`src/ceau_pkg.sv`:
```
package ceau_pkg;

   localparam int ADDR_W = 16;
   localparam int DATA_W = 8;

   // Prefix byte values
   localparam logic [7:0] PREFIX_USE_SECOND_INDEX     = 8'h90;
   localparam logic [7:0] PREFIX_INDIRECT_SECOND_INDEX = 8'h91;
   localparam logic [7:0] PREFIX_MAKE_INDIRECT        = 8'h92;

   // Interrupt mask levels
   localparam logic [1:0] IRQ_MASK_SET_LEVEL   = 2'h3;
   localparam logic [1:0] IRQ_MASK_CLEAR_LEVEL = 2'h0;
   localparam logic [1:0] IRQ_MASK_RESET_VALUE = 2'h3;

   // Page zero limit
   localparam logic [15:0] PAGE_ZERO_TOP = 16'h00ff;

   // Addressing modes presented by the opcode decoder
   typedef enum logic [3:0] {
      CEAU_AM_INHERENT    = 4'h0,
      CEAU_AM_IMMEDIATE   = 4'h1,
      CEAU_AM_DIR_SHORT   = 4'h2,
      CEAU_AM_DIR_LONG    = 4'h3,
      CEAU_AM_IDX_NOOFS   = 4'h4,
      CEAU_AM_IDX_SHORT   = 4'h5,
      CEAU_AM_IDX_LONG    = 4'h6,
      CEAU_AM_REL_DIRECT  = 4'h7,
      CEAU_AM_BIT_DIRECT  = 4'h8,
      CEAU_AM_BIT_DIR_REL = 4'h9
   } ceau_mode_e;

   // Inherent special operations
   typedef enum logic [2:0] {
      CEAU_OP_NONE     = 3'h0,
      CEAU_OP_SET_MASK = 3'h1,
      CEAU_OP_CLR_MASK = 3'h2,
      CEAU_OP_HALT     = 3'h3,
      CEAU_OP_WAIT     = 3'h4
   } ceau_op_e;

   // Instruction class from the opcode decoder
   typedef struct packed {
      ceau_mode_e mode;
      logic       uses_index;
      logic       rmw;
      ceau_op_e   op;
   } ceau_class_s;

   // Memory request to the core bus
   typedef struct packed {
      logic        rd;
      logic        code;
      logic [15:0] addr;
   } ceau_mem_req_s;

   // Final decode result
   typedef struct packed {
      logic        is_immediate;
      logic        has_ea;
      logic        is_relative;
      logic        second_index;
      logic        indirect;
      logic        illegal;
      logic [7:0]  operand;
      logic [15:0] ea;
      logic [15:0] next_pc;
   } ceau_result_s;

endpackage

```
`src/ceau_addr_calc.sv`:
```
module ceau_addr_calc
   import ceau_pkg::*;
(
   input  wire logic [15:0] base,
   input  wire logic [7:0]  index,
   input  wire logic        add_index,
   input  wire logic        is_rel,
   input  wire logic [15:0] pc,
   output      logic [15:0] sum
);
   import ceau_pkg::*;

   // Unsigned index add, or signed PC displacement for relative forms
   wire logic [15:0] idx_sum = base + {8'h00, (add_index ? index : 8'h00)};
   wire logic [15:0] rel_sum = pc + {{8{base[7]}}, base[7:0]};

   assign sum = is_rel ? rel_sum : idx_sum;
endmodule // ceau_addr_calc

```
`src/ceau_core.sv`:
```
// Behaviour
// - Inherent instructions: opcode only, no operand fetch.
// - Immediate: next byte is operand value.
// - Short direct: one address byte, page zero.
// - Long direct: two address bytes, full space.
// - Indexed address is unsigned index plus offset.
// - No-offset indexed: address equals index register.
// - Short indexed: byte offset plus index, to 1FE.
// - Long indexed: word offset plus index.
// - Short indirect: byte pointer read from page zero.
// - Long indirect: word pointer read from page zero.
// - Indirect indexed: pointer read, then index added.
// - Short indirect indexed: byte pointer, reach 1FE.
// - Short direct forms page zero, long forms full space.
// - Read-modify-write instructions only short variants.
// - Set-mask instruction raises mask to level 3.
// - Clear-mask instruction lowers mask to level 0.
// - Halt stops oscillator; wait enters low-power wait.
// - Relative adds signed 8-bit offset to PC.
// - Prefix 90 selects second index register.
// - Prefix 92 converts direct/offset indexed forms to indirect.
// - Prefix 91 indirect indexed with second index.
module ceau_core
   import ceau_pkg::*;
(
   input  wire logic                 CLK,
   input  wire logic                 NRST,
   input  wire logic                 CE,
   input  wire logic                 START,
   input  wire logic [15:0]          PC_IN,
   input  wire logic [7:0]           INDEX_X,
   input  wire logic [7:0]           INDEX_Y,
   input  wire ceau_pkg::ceau_class_s OPC_CLASS,
   output      logic [7:0]           OPCODE,
   output      logic                 OPCODE_VALID,
   output      ceau_pkg::ceau_mem_req_s MEM_REQ,
   input  wire logic                 MEM_ACK,
   input  wire logic [7:0]           MEM_RDATA,
   output      ceau_pkg::ceau_result_s RESULT,
   output      logic                 DONE,
   output      logic                 BUSY,
   output      logic [1:0]           IRQ_MASK,
   output      logic                 HALT_REQ,
   output      logic                 WAIT_REQ
);
   import ceau_pkg::*;

   typedef enum logic [7:0] {
      S_IDLE   = 8'b0000_0001,
      S_OPC    = 8'b0000_0010,
      S_ARG_HI = 8'b0000_0100,
      S_ARG_LO = 8'b0000_1000,
      S_PTR_HI = 8'b0001_0000,
      S_PTR_LO = 8'b0010_0000,
      S_CALC   = 8'b0100_0000,
      S_DONE   = 8'b1000_0000
   } ceau_state_e;

   ceau_state_e  state_r, state_nxt;
   logic [15:0]  pc_r;
   logic [7:0]   opc_r;
   logic [1:0]   pfx_r;        // 0 none, 1 second idx, 2 indirect, 3 indirect second
   logic [7:0]   hi_r;
   logic [15:0]  val_r;        // Address, offset or pointer as gathered
   logic [7:0]   ptr_addr_r;
   logic         word_r;
   logic [1:0]   irq_mask_r;
   logic         halt_r;
   logic         wait_r;
   ceau_result_s res_r;
   logic         done_r;

   function automatic logic is_prefix(input logic [7:0] b);
      is_prefix = (b == PREFIX_USE_SECOND_INDEX) ||
                  (b == PREFIX_INDIRECT_SECOND_INDEX) ||
                  (b == PREFIX_MAKE_INDIRECT);
   endfunction

   // Operand byte count following opcode before any pointer read
   function automatic logic [1:0] arg_bytes(input ceau_mode_e m, input logic ind);
      case (m)
         CEAU_AM_INHERENT:    arg_bytes = 2'd0;
         CEAU_AM_IMMEDIATE:   arg_bytes = 2'd1;
         CEAU_AM_DIR_SHORT:   arg_bytes = 2'd1;
         CEAU_AM_DIR_LONG:    arg_bytes = ind ? 2'd1 : 2'd2;
         CEAU_AM_IDX_NOOFS:   arg_bytes = 2'd0;
         CEAU_AM_IDX_SHORT:   arg_bytes = 2'd1;
         CEAU_AM_IDX_LONG:    arg_bytes = ind ? 2'd1 : 2'd2;
         CEAU_AM_REL_DIRECT:  arg_bytes = 2'd1;
         CEAU_AM_BIT_DIRECT:  arg_bytes = 2'd1;
         CEAU_AM_BIT_DIR_REL: arg_bytes = 2'd1;
         default:             arg_bytes = 2'd0;
      endcase
   endfunction

   wire ceau_class_s cls       = OPC_CLASS;
   wire logic        pfx_ind   = pfx_r[1];
   // Prefix 92 only converts direct, bit, relative and offset indexed forms
   wire logic        ind_ok    = (cls.mode != CEAU_AM_INHERENT) &&
                                 (cls.mode != CEAU_AM_IMMEDIATE) &&
                                 (cls.mode != CEAU_AM_IDX_NOOFS);
   wire logic        indirect  = pfx_ind && ind_ok;
   // Long direct/indexed with 92 become word pointer (long indirect forms)
   wire logic        long_form = (cls.mode == CEAU_AM_DIR_LONG) ||
                                 (cls.mode == CEAU_AM_IDX_LONG);
   // Second index: 90 on non-indirect forms, 91 on indirect indexed
   wire logic        second_ix = (pfx_r == 2'd1 && !indirect) ||
                                 (pfx_r == 2'd3 && indirect && cls.uses_index);
   wire logic        bad_pfx   = (pfx_r == 2'd3 && !(indirect && cls.uses_index)) ||
                                 (pfx_r == 2'd2 && !ind_ok);
   // Long forms not allowed on read-modify-write
   wire logic        bad_rmw   = cls.rmw && long_form;
   wire logic [1:0]  nargs     = arg_bytes(cls.mode, indirect);
   wire logic [7:0]  idx_val   = second_ix ? INDEX_Y : INDEX_X;
   wire logic        is_rel    = (cls.mode == CEAU_AM_REL_DIRECT) ||
                                 (cls.mode == CEAU_AM_BIT_DIR_REL);
   wire logic        mem_rd_now = (state_r == S_OPC) || (state_r == S_ARG_HI) ||
                                 (state_r == S_ARG_LO) || (state_r == S_PTR_HI) ||
                                 (state_r == S_PTR_LO);
   wire logic        ptr_phase = (state_r == S_PTR_HI) || (state_r == S_PTR_LO);
   wire logic        take      = MEM_ACK && CE;
   wire logic [15:0] calc_sum;

   // Address base: offset/address or pointer; no-offset uses zero
   wire logic [15:0] calc_base = (cls.mode == CEAU_AM_IDX_NOOFS) ? 16'h0000 : val_r;
   wire logic        add_ix    = cls.uses_index;

   ceau_addr_calc u_calc (
      .base      (calc_base),
      .index     (idx_val),
      .add_index (add_ix),
      .is_rel    (is_rel && !cls.uses_index),
      .pc        (pc_r),
      .sum       (calc_sum)
   );

   // Argument plan is settled once the class for the opcode is known
   always_comb begin
      state_nxt = state_r;
      case (state_r)
         S_IDLE:   if (START) state_nxt = S_OPC;
         S_OPC:    if (take && !is_prefix(MEM_RDATA)) state_nxt = S_ARG_HI;
         S_ARG_HI: if (nargs == 2'd0)
                      state_nxt = S_CALC;
                   else if (take && nargs == 2'd2)
                      state_nxt = S_ARG_LO;
                   else if (take && indirect)
                      state_nxt = long_form ? S_PTR_HI : S_PTR_LO;
                   else if (take)
                      state_nxt = S_CALC;
         S_ARG_LO: if (take) state_nxt = S_CALC;
         S_PTR_HI: if (take) state_nxt = S_PTR_LO;
         S_PTR_LO: if (take) state_nxt = S_CALC;
         S_CALC:   state_nxt = S_DONE;
         S_DONE:   state_nxt = S_IDLE;
         default:  state_nxt = S_IDLE;
      endcase
   end

   always_ff @(posedge CLK or negedge NRST) begin
      if (!NRST) begin
         state_r    <= S_IDLE;
         pc_r       <= 16'h0000;
         opc_r      <= 8'h00;
         pfx_r      <= 2'd0;
         hi_r       <= 8'h00;
         val_r      <= 16'h0000;
         ptr_addr_r <= 8'h00;
         word_r     <= 1'b0;
      end else if (CE) begin
         state_r <= state_nxt;
         case (state_r)
            S_IDLE: if (START) begin
               pc_r  <= PC_IN;
               pfx_r <= 2'd0;
               val_r <= 16'h0000;
            end
            S_OPC: if (MEM_ACK) begin
               pc_r <= pc_r + 16'h0001;
               if (MEM_RDATA == PREFIX_USE_SECOND_INDEX)
                  pfx_r <= 2'd1;
               else if (MEM_RDATA == PREFIX_MAKE_INDIRECT)
                  pfx_r <= 2'd2;
               else if (MEM_RDATA == PREFIX_INDIRECT_SECOND_INDEX)
                  pfx_r <= 2'd3;
               else
                  opc_r <= MEM_RDATA;
            end
            S_ARG_HI: if (nargs != 2'd0 && MEM_ACK) begin
               pc_r <= pc_r + 16'h0001;
               if (nargs == 2'd2)
                  hi_r <= MEM_RDATA;
               else begin
                  // Pointer fields only matter when the form is indirect
                  val_r      <= {8'h00, MEM_RDATA};
                  ptr_addr_r <= MEM_RDATA;
                  word_r     <= long_form;
               end
            end
            S_ARG_LO: if (MEM_ACK) begin
               pc_r  <= pc_r + 16'h0001;
               val_r <= {hi_r, MEM_RDATA};
            end
            S_PTR_HI: if (MEM_ACK) begin
               hi_r       <= MEM_RDATA;
               ptr_addr_r <= ptr_addr_r + 8'h01;
            end
            S_PTR_LO: if (MEM_ACK)
               val_r <= word_r ? {hi_r, MEM_RDATA} : {8'h00, MEM_RDATA};
            default: ;
         endcase
      end
   end

   // Result capture in S_CALC
   always_ff @(posedge CLK or negedge NRST) begin
      if (!NRST) begin
         res_r  <= '0;
         done_r <= 1'b0;
      end else if (CE) begin
         done_r <= (state_r == S_CALC);
         if (state_r == S_CALC) begin
            res_r.is_immediate <= (cls.mode == CEAU_AM_IMMEDIATE) && !indirect;
            res_r.operand      <= val_r[7:0];
            res_r.has_ea       <= (cls.mode != CEAU_AM_INHERENT) &&
                                  (cls.mode != CEAU_AM_IMMEDIATE) && !is_rel;
            res_r.is_relative  <= is_rel;
            res_r.ea           <= calc_sum;
            res_r.second_index <= second_ix;
            res_r.indirect     <= indirect;
            res_r.illegal      <= bad_pfx || bad_rmw;
            res_r.next_pc      <= pc_r;
         end
      end
   end

   // Interrupt mask and low-power requests from inherent opcodes
   always_ff @(posedge CLK or negedge NRST) begin
      if (!NRST) begin
         irq_mask_r <= IRQ_MASK_RESET_VALUE;
         halt_r     <= 1'b0;
         wait_r     <= 1'b0;
      end else if (CE) begin
         halt_r <= 1'b0;
         wait_r <= 1'b0;
         if (state_r == S_CALC && cls.mode == CEAU_AM_INHERENT) begin
            case (cls.op)
               CEAU_OP_SET_MASK: irq_mask_r <= IRQ_MASK_SET_LEVEL;
               CEAU_OP_CLR_MASK: irq_mask_r <= IRQ_MASK_CLEAR_LEVEL;
               CEAU_OP_HALT:     halt_r     <= 1'b1;
               CEAU_OP_WAIT:     wait_r     <= 1'b1;
               default:          ;
            endcase
         end
      end
   end

   // Pointer reads come from page zero, stream reads from PC
   assign MEM_REQ.rd   = mem_rd_now && !(state_r == S_ARG_HI && nargs == 2'd0);
   assign MEM_REQ.code = !ptr_phase;
   assign MEM_REQ.addr = ptr_phase ? {8'h00, ptr_addr_r} : pc_r;
   assign OPCODE       = opc_r;
   assign OPCODE_VALID = (state_r != S_IDLE) && (state_r != S_OPC);
   assign RESULT       = res_r;
   assign DONE         = done_r;
   assign BUSY         = (state_r != S_IDLE);
   assign IRQ_MASK     = irq_mask_r;
   assign HALT_REQ     = halt_r;
   assign WAIT_REQ     = wait_r;
endmodule // ceau_core

```
`config.mk`:
```
export PLATFORM = sky130hd
export DESIGN_NAME = ceau_core
export DESIGN_NICKNAME = d
export VERILOG_FILES = /design/src/ceau_pkg.sv /design/src/ceau_addr_calc.sv /design/src/ceau_core.sv
export SDC_FILE = /design/constraint.sdc
export NUM_CORES = 1
export LEC_CHECK = 0
export BUFFER_PORTS_ARGS = -buffer_cell sky130_fd_sc_hd__clkbuf_2
export CORE_MARGIN = 1.5
export CORE_UTILIZATION = 56
export CTS_CLUSTER_DIAMETER = 50
export CTS_CLUSTER_SIZE = 20
export DETAILED_ROUTE_END_ITERATION = 10
export GPL_ROUTABILITY_DRIVEN = 1
export PLACE_DENSITY = 0.79
export SYNTH_ARGS = -nofsm -noshare
export SYNTH_HDL_FRONTEND = slang
export SYNTH_HIERARCHICAL = 1
export SYNTH_SLANG_ARGS = --single-unit
```
`constraint.sdc`:
```
create_clock -name CLK -period 7.9 [get_ports CLK]
set_input_delay 0.395 -clock CLK [delete_from_list [all_inputs] [get_ports CLK]]
set_output_delay 0.395 -clock CLK [all_outputs]
set_load 0.01 [all_outputs]
```
# --- Word level (Yosys, flattened, before mapping) ---
# Cells that the tools add are included.
op_classes:
  n_div: 0
  bitwise_logic: 4
  n_lt_le_gt_ge: 0
  shifts: 0
  n_mul: 0
  reduce_logical: 65
  addsub: 4
  mux: 46
  n_eq_ne: 43
ops:
  columns: ["operator", "n"]
  rows:
  - ["2-to-1 mux 16 bit", 12]
  - ["2-to-1 mux 8 bit", 15]
  - ["case mux 16 bit (4 select lines)", 1]
  - ["case mux 16 bit (3 select lines)", 1]
  - ["case mux 8 bit (6 select lines)", 1]
  - ["case mux 8 bit (2 select lines)", 2]
  - ["== test 8 bit, second input constant", 3]
  - ["logical AND 1 bit", 22]
  - ["AND reduction 5 bit", 4]
  - ["inequality test 2 bit, second input constant", 9]
  - ["adder 16 x 1 -> 16 bit, second input constant", 1]
  - ["adder 16 bit", 1]
  - ["adder 16 x 8 -> 16 bit", 1]
  - ["== test 4 x 3 -> 1 bit, second input constant", 4]
  - ["logical OR 1 bit", 12]
  - ["2-to-1 mux 2 bit", 6]
  - ["case mux 2 bit (2 select lines)", 3]
  - ["adder 8 x 1 -> 8 bit, second input constant", 1]
  - ["== test 4 x 2 -> 1 bit, second input constant", 2]
  - ["== test 4 bit, second input constant", 2]
  - ["== test 8 x 1 -> 1 bit, second input constant", 1]
  - ["== test 8 x 2 -> 1 bit, second input constant", 1]
  - ["== test 8 x 3 -> 1 bit, second input constant", 1]
  - ["== test 8 x 4 -> 1 bit, second input constant", 1]
  - ["other kinds (30)", 55]
word_totals:
  ff_bits: 118
  mem_count: 0
  rom_bits: 0
  out_inout_bits: 79
  mem_bits_rw: 0
  latchBits: 0
  in_bits: 54
  elab_cells: 183

# --- Logic depth before layout (Yosys ltp) ---
logic_depth:
  depth_word: 11
  mapped_depth: 16
  depth_no_buf: 15

# --- Hierarchy ---
# Netlist, hierarchy kept.
by_module_without_submodules:
  columns: ["module", "cells_each", "area_per_inst_um2", "seq_area_each_um2", "n_inst"]
  rows:
  - ["ceau_core", 607, 6268.5, 2930.3, 1]
  - ["ceau_addr_calc", 185, 1397.6, 0.0, 1]

# --- Worst setup path before layout ---
# OpenSTA, ideal clock, no wires.
synth_path:
  path_kind: "input port to flip-flop"
  start: "in OPC_CLASS[7] (netlist bit)"
  end: "reg res_r, in the netlist RESULT[26]"
  setup_time_ns: 0.125
  path_buffers: 1
  setup_slack_ns: 4.291
  t_arrival_ns: 3.485
  t_required_ns: 7.775
  stages: 16
  path_cell_list: "clkbuf_1 -> a211o_1 -> nand2_1 -> nand2_1 -> nand2_1 -> mux2_2 -> and2_1 -> ha_1 -> fa_1 -> a21oi_1 -> o22ai_1 -> o41ai_2 -> nor2_1 -> xnor2_1 -> mux2i_1 -> mux2_2"
synth_between:
  elab_chain_cells: 11
  word_cells_on_any_way: 22
  cone_classes: "2 x add/sub; 5 x eq/ne; 4 x mux; 11 x reduce/logical"
synth_lines:
  columns: ["element", "line", "source"]
  rows:
  - ["start, declared", "ceau_core.sv:33", "input wire ceau_pkg::ceau_class_s OPC_CLASS,"]
  - ["inequality test 4 x 1 -> 1 bit / nonzero test 4 bit (equally long branches)", "ceau_core.sv:100, ceau_core.sv:99", null]
  - ["logical AND 1 bit", "ceau_core.sv:99", "wire logic ind_ok = (cls.mode != CEAU_AM_INHERENT) &&"]
  - ["logical AND 1 bit *", "ceau_core.sv:100", "(cls.mode != CEAU_AM_IMMEDIATE) &&"]
  - ["logical AND 1 bit *", "ceau_core.sv:102", "wire logic indirect = pfx_ind && ind_ok;"]
  - ["zero test 1 bit / logical AND 1 bit (equally long branches)", "ceau_core.sv:107, ceau_core.sv:108", null]
  - ["logical AND 1 bit, on equally long branches", "ceau_core.sv:107, ceau_core.sv:108", null]
  - ["logical OR 1 bit *", "ceau_core.sv:107", "wire logic second_ix = (pfx_r == 2'd1 && !indirect) ||"]
  - ["2-to-1 mux 8 bit *", "ceau_core.sv:114", "wire logic [7:0] idx_val = second_ix ? INDEX_Y : INDEX_X;"]
  - ["via idx_val[0]", "ceau_core.sv:114", null]
  - ["2-to-1 mux 8 bit *", "ceau_addr_calc.sv:14", "wire logic [15:0] idx_sum = base + {8'h00, (add_index ? index : 8'h00)};"]
  - ["adder 16 x 8 -> 16 bit *", "ceau_addr_calc.sv:14", null]
  - ["2-to-1 mux 16 bit *", "ceau_addr_calc.sv:17", "assign sum = is_rel ? rel_sum : idx_sum;"]
  - ["via calc_sum[10]", "ceau_core.sv:122", "wire logic [15:0] calc_sum;"]
  - ["end, declared", "ceau_core.sv:70", "ceau_result_s res_r;"]
# The timed path passes the listed nets; every way through them passes the cells marked *.
# A chain may end at the register's enable or synchronous reset.

# --- Final worst setup path ---
layout_path:
  start: "in OPC_CLASS[7] (netlist bit)"
  end: "reg res_r, in the netlist RESULT[30]"
# The elaborated chain is that of the path after synthesis.

==> results.toml <==
[outcome]
status = "complete, but fails checks"
violations = "hold timing"

[placed_design]
gp_congestion = 0.968
port_buffers = 132
dp.cells = 1067
dp.final_hpwl_um = 14900
pre_cts_ws_ps = 3880

[run]
maxCapViolations = 0

[clock_network]
clk_latency_ps = 430
cts_buffers = 17
cts_root_buffer = "clkbuf_16"
cts_tree = "done"
cts_resized = 0
ctsLongestPathBuffers = 2
clkTransAtPathRegs_ps = 60
post_cts_buffers = 0
clock_sinks = 117
h-tree-depth = 4
ctsHoldBuffers = 0

[critical_path]
cp_max_fo = 9
cp_cell_sequence = "clkbuf_2 -> a211o_1 -> nand2_1 -> nand2_1 -> nand2_1 -> mux2_2 -> and2_1 -> ha_1 -> fa_1 -> a21oi_1 -> o22ai_1 -> o41ai_2 -> nor2_1 -> xnor2_1 -> mux2i_1 -> mux2_2"
rrSetupSlack_ps = 4310
worst_r2r_path_depth = 13
r2r-start = "pfx_r[1]"
worst_r2r_endpoint = "RESULT[30]"
cp-end-kind = "flip-flop"
cp_top_family = "compound AO/OA/AOI/OAI gates"
required_ps = 8210
worstSetupPathType = "in -> reg"
crit_path_frequent_cell = "nand2_1"
slowest_stage = "o41ai_2"
cp.arrival_ps = 3990
crit_buf_inv = 1
critPathLaunchType = "input pin"
max_stage_delay_ps = 460

[power]
p_comb_frac = 0.420
seq_power_share = 0.322
leakage_nw = 4.23
p_sw_frac = 0.398
pwr-share-clk = 0.258
internal-power_mw = 1.90
power_switching_mw = 1.25
peakVddDrop_mv = 0.193
power.density_nw_per_um2 = 349

[finish]
syn_to_final_growth_pct = 17.6
nets = 991
final_common_cell = "clkbuf_2"
diodes = 0
drive_gt1_frac = 0.298
finalNonFillerCells = 1099
final_cell_mix = "131 x clkbuf_2, 115 x dfrtp_1, 76 x nand2_1"

[yosys]
synthDominantCellAreaShare = 0.375
ys_seq_elements = 117
syn_nets = 873
synthTopCellsByArea = "dfrtp_1 38%, mux2_2 9.8%, ha_1 4.1%"
yosys_warnings = 6
synth_ff_type = "dfrtp_1"
synthCells = 792
ys_types = 83
async_flop_share = 1.00
ys_seq_area_frac = 0.382
synthesis.area_um2 = 7670
avgSynthCellArea_um2 = 9.68
synth-edff-count = 0
yosysTopAreaCell = "dfrtp_1"

[sta]
layout_min_cycle_time_ps = 3680
slew_headroom = 0.346
timing.final.max_slew_violations = 0
fin_worst_skew_ps = 6.68
rsz0062_at_grt = "no"
worstMarginPinSlew_ps = 978
setup_violations = 0
fin_ws_ps = 4220
final_hold_viol_count = 30
max_freq_mhz = 271
timing.final.crit_share = 0.466
worst_hold_slack_ps = -17.2
finalSetupTns_ps = 0

[detailed_routing]
via_count = 6743
drt_iter0_drc = 503
ant_nets = 0
first_pass_iters = 5
drt_wl_total_um = 20600
routedWlPerCell_um = 18.8
drcViolationCount = 0
via_per_inst = 6.14

[grt]
grt_pass1_wl_um = 33100
antenna_found_initial = 0
grt_start_max_net_pins = 70
grt_pass1_vias = 6438
track_usage = 0.296
overflow = 0

[floorplan]
num_rows = 42
core_area_um2 = 13300
die_h_um = 120
chipWidth_um = 120
pin_count = 133
fp.dieArea_um2 = 14400
start_util = 0.577

[min_path]
hp-class = "in -> async"
==> state kept, by name, summed over array words and instances (netlist names), 2 cells and up <==
signal / cells
hi_r: 8
pc_r: 16
pfx_r: 2
val_r: 16
OPCODE: 8
state_r: 8
ptr_addr_r: 8
RESULT: 46
==> stage by stage <==
stage	power, mW	instance area (µm²)	utilization
6_report	3.15	9010	0.678
5_1_grt	3.32	9010	0.678
4_1_cts	3.14	9010	0.678
3_5_place_dp	2.32	8390	0.631
3_3_place_gp	2.29	8390	0.631
2_1_floorplan	1.89	7670	-
==> worst max path at each step <==
stage	cells after the start	slack (ps)	endpoint	start
after floorplan	16	4290	RESULT[26]	OPC_CLASS[7]
after global placement	16	3940	RESULT[30]	OPC_CLASS[7]
after detailed placement	16	3880	RESULT[30]	OPC_CLASS[7]
after global routing	16	3990	RESULT[30]	OPC_CLASS[7]
final	16	4220	RESULT[30]	OPC_CLASS[7]
after CTS	16	4260	RESULT[30]	OPC_CLASS[7]
==> metal layers <==
metal | GRT usage | vias up | share of wire
met1 | 0.397 | 3270 | 0.42
met3 | 0.0680 | 58 | 0.074
met5 | 0 | - | 0
met2 | 0.458 | 304 | 0.48
met4 | 0.131 | 0 | 0.028
li1 | - | 3111 | -
==> synthesized netlist by cell type, drive strengths merged, types with 7 or more instances <==
cell type,n
o21ai,60
nor2,57
xnor2,20
a2bb2oi,18
o22ai,7
nand2b,7
nor4,7
mux2i,26
and2,18
nand3,29
a211oi,13
a21oi,26
nand2,76
inv,35
mux2,70
buf,23
dfrtp,115
nor3,19
and3,12
xor2,13
ha,25
nand4,8
clkbuf,18
==> cell type report <==
cell class,count,area (µm²)
sequential,117,2930
timing repair buffer,140,723
tap,176,220
inverter,35,131
clock buffer,19,453
clock inverter,13,173
fill,1055,4280
multi-input combinational,599,4380
==> power by group through the flow <==
stage | Sequential, mW | Clock (mW) | Combinational [mW]
after floorplan | 0.983 | 0 | 0.906
after global placement | 1.01 | 0 | 1.28
after detailed placement | 1.02 | 0 | 1.31
after CTS | 1.01 | 0.819 | 1.32
after global routing | 1.04 | 0.849 | 1.44
final | 1.01 | 0.811 | 1.32
==> cell families after synthesis <==
group,Yosys count,share of synthesized area
AOI/OAI and AO/OA,181,0.171
xor gates and xnor gates,33,0.0377
adders and majority gates,27,0.0460
buffers and inverters,76,0.0480
DFF,117,0.382
muxes,96,0.137
and+or+nand+nor,262,0.178
No activity file was read; power rests on OpenSTA's default activity.
